**src/logic/cefr_pkg.sv**
```systemverilog
// constants for the charger event flag registers
package cefr_pkg;
    localparam int ADDR_W = 8;
    localparam logic [7:0] FLAGS_A_OFFSET = 8'h0f;
    localparam logic [7:0] FLAGS_B_OFFSET = 8'h10;
    localparam logic [7:0] FAULT_FLAGS_OFFSET = 8'h11;
    localparam logic [7:0] FLAGS_RESET = 8'h00;
    // field positions, flags a
    localparam int A_CONV_DONE_BIT = 7;
    localparam int A_INPUT_CURRENT_BIT = 6;
    localparam int A_INPUT_VOLTAGE_BIT = 5;
    localparam int A_DIE_TEMP_BIT = 4;
    localparam int A_WATCHDOG_BIT = 3;
    localparam int A_CHARGE_STATE_BIT = 0;
    // field positions, flags b
    localparam int B_POWER_GOOD_BIT = 7;
    localparam int B_SOURCE_BIT = 4;
    localparam int B_THERMISTOR_BIT = 2;
    localparam int B_OPTIMIZER_BIT = 1;
    localparam int B_MIN_SYS_BIT = 0;
    // field positions, fault flags
    localparam int F_INPUT_OV_BIT = 7;
    localparam int F_THERMAL_BIT = 6;
    localparam int F_BATTERY_OV_BIT = 5;
    localparam int F_TIMER_BIT = 4;
    localparam int F_OVERLOAD_BIT = 3;
    localparam int F_REVERSE_BIT = 0;
    // bits that exist in each register; the rest read zero
    localparam logic [7:0] FLAGS_A_USED = 8'hf9;
    localparam logic [7:0] FLAGS_B_USED = 8'h97;
    localparam logic [7:0] FAULT_FLAGS_USED = 8'hf9;
    localparam logic [7:0] MASK_A_RESET = 8'h00;
    localparam logic [7:0] MASK_B_RESET = 8'h00;
    localparam logic [7:0] MASK_F_RESET = 8'h00;
    // number of raw status bits
    localparam int STATUS_W = 25;
    // edges after reset until the edge detector compares two real samples
    localparam logic [1:0] FILL_DONE = 2'h3;
endpackage

```
**src/logic/cefr_flags.sv**
```systemverilog
// event flag registers of a two-cell charger with read-clear and interrupt pulse
`timescale 1ns/1ps
module cefr_flags
    import cefr_pkg::*;
(
    input wire logic clock,
    input wire logic rstn,
    // register port from the serial control interface
    input wire logic [ADDR_W-1:0] reg_addr,
    input wire logic reg_rd,
    input wire logic reg_wr,
    input wire logic [7:0] reg_wdata,
    output logic [7:0] reg_rdata,
    // register-reset command, one-cycle pulse
    input wire logic reg_reset_cmd,
    // mask registers, held elsewhere
    input wire logic [7:0] mask_a,
    input wire logic [7:0] mask_b,
    input wire logic [7:0] mask_f,
    // internal status signals from analog or other clock regions
    input wire logic conv_done,
    input wire logic conv_continuous,
    input wire logic input_current_regulation,
    input wire logic input_voltage_regulation,
    input wire logic die_temp_regulation,
    input wire logic watchdog_expired_status,
    input wire logic [2:0] charge_state,
    input wire logic power_good,
    input wire logic [2:0] input_source_type,
    input wire logic [2:0] thermistor_zone,
    input wire logic [1:0] current_optimizer_state,
    input wire logic min_system_voltage,
    input wire logic input_overvoltage,
    input wire logic thermal_shutdown,
    input wire logic battery_overvoltage,
    input wire logic safety_timer_expired,
    input wire logic system_overload,
    input wire logic reverse_buck_fault,
    output logic int_pulse
);

    // two-stage synchroniser, then the sample one edge older for edge detection
    typedef struct packed {
        logic [STATUS_W-1:0] sync1;
        logic [STATUS_W-1:0] sync2;
        logic [STATUS_W-1:0] prev;
        // edges counted since reset, so that no false edge follows it
        logic [1:0] fill;
        logic [7:0] flags_a;
        logic [7:0] flags_b;
        logic [7:0] flags_f;
        logic [7:0] rdata;
        logic irq;
    } cefr_state_t;

    cefr_state_t st_reg;
    cefr_state_t st_next;

    // raw status levels, gathered into one vector for the synchroniser
    logic [STATUS_W-1:0] raw;
    assign raw = {
        conv_done,
        conv_continuous,
        input_current_regulation,
        input_voltage_regulation,
        die_temp_regulation,
        watchdog_expired_status,
        charge_state,
        power_good,
        input_source_type,
        thermistor_zone,
        current_optimizer_state,
        min_system_voltage,
        input_overvoltage,
        thermal_shutdown,
        battery_overvoltage,
        safety_timer_expired,
        system_overload,
        reverse_buck_fault
    };

    // unpacked view of the synchronised sample
    logic s_done;
    logic s_cont;
    logic s_icr;
    logic s_ivr;
    logic s_dtr;
    logic s_wd;
    logic [2:0] s_chg;
    logic s_pg;
    logic [2:0] s_src;
    logic [2:0] s_thm;
    logic [1:0] s_ico;
    logic s_msv;
    logic s_iov;
    logic s_tsd;
    logic s_bov;
    logic s_tmr;
    logic s_ovl;
    logic s_rev;
    // unpacked view of the sample one edge older
    logic p_done;
    logic p_cont;
    logic p_icr;
    logic p_ivr;
    logic p_dtr;
    logic p_wd;
    logic [2:0] p_chg;
    logic p_pg;
    logic [2:0] p_src;
    logic [2:0] p_thm;
    logic [1:0] p_ico;
    logic p_msv;
    logic p_iov;
    logic p_tsd;
    logic p_bov;
    logic p_tmr;
    logic p_ovl;
    logic p_rev;
    assign {
        s_done,
        s_cont,
        s_icr,
        s_ivr,
        s_dtr,
        s_wd,
        s_chg,
        s_pg,
        s_src,
        s_thm,
        s_ico,
        s_msv,
        s_iov,
        s_tsd,
        s_bov,
        s_tmr,
        s_ovl,
        s_rev
    } = st_reg.sync2;

    assign {
        p_done,
        p_cont,
        p_icr,
        p_ivr,
        p_dtr,
        p_wd,
        p_chg,
        p_pg,
        p_src,
        p_thm,
        p_ico,
        p_msv,
        p_iov,
        p_tsd,
        p_bov,
        p_tmr,
        p_ovl,
        p_rev
    } = st_reg.prev;

    // one strobe per event, before the pipeline-fill gate
    logic conversion_done_event;
    logic input_current_limit_event;
    logic input_voltage_limit_event;
    logic die_temp_regulation_event;
    logic watchdog_expiry_event;
    logic charge_state_event;
    logic power_good_event;
    logic input_source_change_event;
    logic thermistor_zone_event;
    logic current_optimizer_event;
    logic min_system_voltage_event;
    logic input_overvoltage_event;
    logic thermal_shutdown_event;
    logic battery_overvoltage_event;
    logic safety_timer_event;
    logic system_overload_event;
    logic reverse_buck_fault_event;

    // charger flags a
    assign conversion_done_event = s_done & ~p_done & ~s_cont;
    assign input_current_limit_event = s_icr & ~p_icr;
    assign input_voltage_limit_event = s_ivr & ~p_ivr;
    assign die_temp_regulation_event = s_dtr & ~p_dtr;
    assign watchdog_expiry_event = s_wd & ~p_wd;
    assign charge_state_event = s_chg != p_chg;

    // charger flags b
    assign power_good_event = s_pg ^ p_pg;
    assign input_source_change_event = s_src != p_src;
    assign thermistor_zone_event = s_thm != p_thm;
    assign current_optimizer_event = s_ico != p_ico;
    assign min_system_voltage_event = s_msv ^ p_msv;

    // fault flags
    assign input_overvoltage_event = s_iov & ~p_iov;
    assign thermal_shutdown_event = s_tsd & ~p_tsd;
    assign battery_overvoltage_event = s_bov & ~p_bov;
    assign safety_timer_event = s_tmr & ~p_tmr;
    assign system_overload_event = s_ovl & ~p_ovl;
    assign reverse_buck_fault_event = s_rev & ~p_rev;

    // events gathered per register at their bit positions
    logic [7:0] ev_a;
    logic [7:0] ev_b;
    logic [7:0] ev_f;

    always_comb begin
        ev_a = 8'h00;
        ev_b = 8'h00;
        ev_f = 8'h00;
        // no edges are taken before both samples are real
        if (st_reg.fill == FILL_DONE) begin
            ev_a[A_CONV_DONE_BIT] = conversion_done_event;
            ev_a[A_INPUT_CURRENT_BIT] = input_current_limit_event;
            ev_a[A_INPUT_VOLTAGE_BIT] = input_voltage_limit_event;
            ev_a[A_DIE_TEMP_BIT] = die_temp_regulation_event;
            ev_a[A_WATCHDOG_BIT] = watchdog_expiry_event;
            ev_a[A_CHARGE_STATE_BIT] = charge_state_event;

            ev_b[B_POWER_GOOD_BIT] = power_good_event;
            ev_b[B_SOURCE_BIT] = input_source_change_event;
            ev_b[B_THERMISTOR_BIT] = thermistor_zone_event;
            ev_b[B_OPTIMIZER_BIT] = current_optimizer_event;
            ev_b[B_MIN_SYS_BIT] = min_system_voltage_event;

            ev_f[F_INPUT_OV_BIT] = input_overvoltage_event;
            ev_f[F_THERMAL_BIT] = thermal_shutdown_event;
            ev_f[F_BATTERY_OV_BIT] = battery_overvoltage_event;
            ev_f[F_TIMER_BIT] = safety_timer_event;
            ev_f[F_OVERLOAD_BIT] = system_overload_event;
            ev_f[F_REVERSE_BIT] = reverse_buck_fault_event;
        end
    end

    // reads of each flag register, which clear it afterwards
    logic rd_a;
    logic rd_b;
    logic rd_f;
    assign rd_a = reg_rd && (reg_addr == FLAGS_A_OFFSET);
    assign rd_b = reg_rd && (reg_addr == FLAGS_B_OFFSET);
    assign rd_f = reg_rd && (reg_addr == FAULT_FLAGS_OFFSET);

    // conversion-complete bit hidden on the way out while running continuously
    logic [7:0] a_view;
    assign a_view = st_reg.flags_a & ~({7'h00, s_cont} << A_CONV_DONE_BIT);

    // read data for the addressed register, reserved bits forced low
    logic [7:0] read_view;
    always_comb begin
        case (reg_addr)
            FLAGS_A_OFFSET: begin
                read_view = a_view & FLAGS_A_USED;
            end
            FLAGS_B_OFFSET: begin
                read_view = st_reg.flags_b & FLAGS_B_USED;
            end
            FAULT_FLAGS_OFFSET: begin
                read_view = st_reg.flags_f & FAULT_FLAGS_USED;
            end
            default: begin
                // an address outside the three flag registers reads zero
                read_view = 8'h00;
            end
        endcase
    end

    // unmasked events that ask for an interrupt pulse
    logic [7:0] pend_a;
    logic [7:0] pend_b;
    logic [7:0] pend_f;
    assign pend_a = ev_a & ~mask_a;
    assign pend_b = ev_b & ~mask_b;
    assign pend_f = ev_f & ~mask_f;

    always_comb begin
        st_next = st_reg;
        // the synchroniser and the edge pipeline advance on every edge
        st_next.sync1 = raw;
        st_next.sync2 = st_reg.sync1;
        st_next.prev = st_reg.sync2;
        // count the edges until sync2 and prev both hold real samples
        if (st_reg.fill != FILL_DONE) begin
            st_next.fill = st_reg.fill + 2'h1;
        end
        // read returns the flags, then clears them; a new event in the same cycle survives
        st_next.flags_a = (rd_a ? 8'h00 : st_reg.flags_a) | (ev_a & FLAGS_A_USED);
        st_next.flags_b = (rd_b ? 8'h00 : st_reg.flags_b) | (ev_b & FLAGS_B_USED);
        st_next.flags_f = (rd_f ? 8'h00 : st_reg.flags_f) | (ev_f & FAULT_FLAGS_USED);
        // continuous mode keeps the conversion-complete bit at zero
        if (s_cont) begin
            st_next.flags_a[A_CONV_DONE_BIT] = 1'b0;
        end
        // read data stands until the next read
        if (reg_rd) begin
            st_next.rdata = read_view;
        end
        // reg_wr and reg_wdata are ignored: the flags are read-only
        st_next.irq = |{pend_a, pend_b, pend_f};
        if (reg_reset_cmd) begin
            st_next.flags_a = FLAGS_RESET;
            st_next.flags_b = FLAGS_RESET;
            st_next.flags_f = FLAGS_RESET;
        end
    end

    always_ff @(posedge clock) begin
        if (!rstn) begin
            st_reg <= '0;
        end else begin
            st_reg <= st_next;
        end
    end

    // both outputs come straight from flops
    assign reg_rdata = st_reg.rdata;
    assign int_pulse = st_reg.irq;

endmodule

```
**config.mk**
```make
export PLATFORM = sky130hd
export DESIGN_NAME = cefr_flags
export DESIGN_NICKNAME = d
export VERILOG_FILES = /design/src/logic/cefr_pkg.sv /design/src/logic/cefr_flags.sv
export SDC_FILE = /design/constraint.sdc
export NUM_CORES = 1
export LEC_CHECK = 0
export ABC_AREA = 1
export BUFFER_PORTS_ARGS = -buffer_cell sky130_fd_sc_hd__buf_2
export CAP_MARGIN = 5
export CELL_PAD_IN_SITES_DETAIL_PLACEMENT = 0
export CELL_PAD_IN_SITES_GLOBAL_PLACEMENT = 2
export CORE_MARGIN = 8
export CORE_UTILIZATION = 30
export CTS_BUF_LIST = sky130_fd_sc_hd__clkbuf_8 sky130_fd_sc_hd__clkbuf_16
export DETAILED_ROUTE_END_ITERATION = 10
export PLACE_DENSITY_LB_ADDON = 0.1
export SKIP_CTS_REPAIR_TIMING = 1
export SLEW_MARGIN = 5
export SYNTH_ARGS = -nofsm -noshare
export SYNTH_HDL_FRONTEND = slang
export SYNTH_SLANG_ARGS = --single-unit
```
**constraint.sdc**
```tcl
create_clock -name clock -period 1.6 [get_ports clock]
set_input_delay 0.16 -clock clock [delete_from_list [all_inputs] [get_ports clock]]
set_output_delay 0.16 -clock clock [all_outputs]
set_load 0.05 [all_outputs]
```
==> results.yml <==
final_layout:
  drive_gt1_share_pct: 18.4
  fillers: 1296
  largest_reg_flops: 25
  fin_nets: 609
  synthToLayoutAreaGrowth_pct: 20.2
  antenna_cells: 0
  stdcell_area_sq_um: 4480
  final_common_cell: "nand2_1"
  layout_common_cells: "nand2_1, inv_1, dfxtp_1"
synthesis:
  synth-seq-cells: 102
  syn_nets: 554
  ys_seq_area_share_pct: 54.8
  synth_cell_type_count: 27
  synthArstFlopShare_pct: 0
  ys_warn_count: 0
  postSynthCellCount: 483
  synthesis.area_sq_um: 3730
  avgSynthCellArea_sq_um: 7.72
  synth_flop_cell: "dfxtp_1"
  synth_edf_count: 0
worst_setup_path:
  path_max_fanout: 5
  cp.buffers_inverters: 2
  worst-setup-path-type: "reg2reg"
  critPathCaptureType: "flop"
  slowest_delay_ns: 0.36
  worstPathCellList: "ha_2 -> buf_4 -> inv_2 -> nor2_1 -> nand2_1 -> o21ai_1 -> nor2_1 -> nand2_1 -> nor2_1 -> a21oi_1"
  crit_top_cell: "nor2_1"
  cp_num_cells: 10
  cp_top_family: "flip-flops"
  reg2reg_depth: 10
  crit_path_top_delay_cell: "dfxtp_1"
  worst_ep_required_time_ns: 1.86
  critical_path_arrival_ns: 1.73
  worstSetupStartpointType: "flop"
global_route:
  grt_use_total_pct: 9.70
  grt.busiest_layer: "met2"
  grt_pass1_vias: 2641
  gr-total-overflow: 0
  grt_use_met1_pct: 12.5
  grt_pass1_wl_um: 12500
  grt_max_degree: 76
  antenna_found_initial: 0
  use_met2_pct: 14.3
  met3_usage_pct: 2.87
sta:
  rsz0062_at_grt: "false"
  holdWs_ns: -0.0000313
  period_share_pct: 91.7
  fmax_mhz: 681
  slew_violations: 0
  fin_skew_ns: 0.00580
  final_hold_viol_count: 2
  post-route-min-period_ns: 1.47
  setup_viol: 0
  tns_ns: 0
  tightest_slew_ns: 0.626
  maxSlewHeadroom_pct: 58.3
clock_tree:
  cts_buffers: 9
  clockBufferDepth: 2
  cts_tree: "done"
  clk_pin_slew_ns: 0.07
  cts.sink_count: 102
  htreeDepth: 3
  clk_latency_ns: 0.33
  cts_root_buf: "clkbuf_16"
placed_design:
  dp.final_hpwl_um: 5550
  io_buffer_count: 62
  postPlaceCellArea_sq_um: 4170
  place.gp.congestion: 0.779
die:
  fp.dieArea_sq_um: 16200
  fp.dieW_um: 127
  placeableCoreArea_sq_um: 12100
  start_util_pct: 30.9
  rows: 40
  die_h_um: 127
  ioPinCount: 79
routing:
  routed_wl_um: 7490
  firstDrtPassIters: 4
  ant_nets: 0
  via_count: 2665
  vias_per_cell: 3.75
  wl_per_cell_um: 10.5
  drt_iter0_markers: 114
  drc: 0
run_status:
  status: "finished with violations"
  violations: "hold timing"
power_and_ir_drop:
  power_density_nw_per_um2: 1160
  p_leak_uw: 0.00244
  irDropWorstVdd_v: 0.000451
hold_path:
  hold_class: "in2reg"
  hold_depth: 3
job:
  cap_violations: 0
worst reg2reg max path: stages, from the launching register on:
cell and delay (ns):
dfxtp_1 0.36, ha_2 0.23, buf_4 0.15, inv_2 0.05, nor2_1 0.08, nand2_1 0.08
o21ai_1 0.12, nor2_1 0.06, nand2_1 0.09, nor2_1 0.05, a21oi_1 0.13
per-stage QoR:
step / hold WS (ns) / std cells / total power, uW / util [%] / setup WS [ns]
2_1_floorplan: 0.258 / 483 / 2970 / - / 0.293
5_1_grt: 0.00315 / 711 / 5470 / 37.1 / 0.0406
3_3_place_gp: 0.340 / 694 / 3110 / 34.5 / 0.129
4_1_cts: -0.0165 / 710 / 5310 / 37.0 / 0.0450
6_report: -0.0000313 / 711 / 5220 / 37.1 / 0.132
3_5_place_dp: 0.343 / 694 / 3120 / 34.5 / 0.0676
metal layers:
metal  share of wire, %  vias up
li1                   -     1514
met3                5.8       10
met4                1.8        0
met1                 50     1088
met5                  0        -
met2                 43       53
cells in the mapped netlist, types with 2 or more instances:
cell type / n / area (sq um)
nor2_1: 17 / 63.8
buf_1: 3 / 11.3
buf_2: 4 / 20.0
xor2_1: 3 / 26.3
o21ai_1: 2 / 10.0
xnor2_1: 7 / 61.3
dfxtp_1: 102 / 2040
nand2_2: 3 / 18.8
inv_2: 6 / 22.5
nor3_2: 2 / 20.0
inv_1: 105 / 394
nor3_1: 2 / 10.0
buf_4: 9 / 67.6
nand3_1: 22 / 110
nor3_4: 2 / 32.5
nand2_1: 145 / 544
a21oi_1: 24 / 120
clkbuf_1: 7 / 26.3
a21oi_2: 2 / 17.5
o21ai_0: 2 / 10.0
nand4_1: 8 / 50.1
power breakdown:
part | switching (uW) | internal, uW | total [uW]
sequential | 46.1 | 2640 | 2680
combinational | 224 | 149 | 372
clock | 910 | 1250 | 2160
final timing paths:
| kind | from | slack [ns] | endpoint |
|---|---|---|---|
| hold reg to reg | st_next[74]$_SDFF_PN0_ | 0.41 | s_src[2]$_SDFF_PN0_ |
| setup reg to reg | st_reg[33]$_SDFFE_PN0P_ | 0.13 | int_pulse$_SDFF_PN0_ |
| setup / recovery | st_reg[33]$_SDFFE_PN0P_ | 0.13 | int_pulse$_SDFF_PN0_ |
| hold / removal | input_source_type[0] | -0.00003 | st_next[72]$_SDFF_PN0_ |
cell type report:
class,instances,area [sq um],area share [%]
Clock buffer,10,239,5.34
Inverter,111,417,9.30
Tap cell,168,210,4.69
Clock inverter,6,62.6,1.40
Multi-Input combinational cell,247,1150,25.6
Timing Repair Buffer,67,363,8.10
Sequential cell,102,2040,45.6
kinds of logic after synthesis:
group,Yosys count,share of synthesized area (%)
compound gates,30,4.23
buf+inv,134,14.5
fa+ha+maj,1,0.336
xor+xnor,10,2.35
simple gates,206,23.8
flops,102,54.8
No activity file was read; power rests on OpenSTA's default activity.
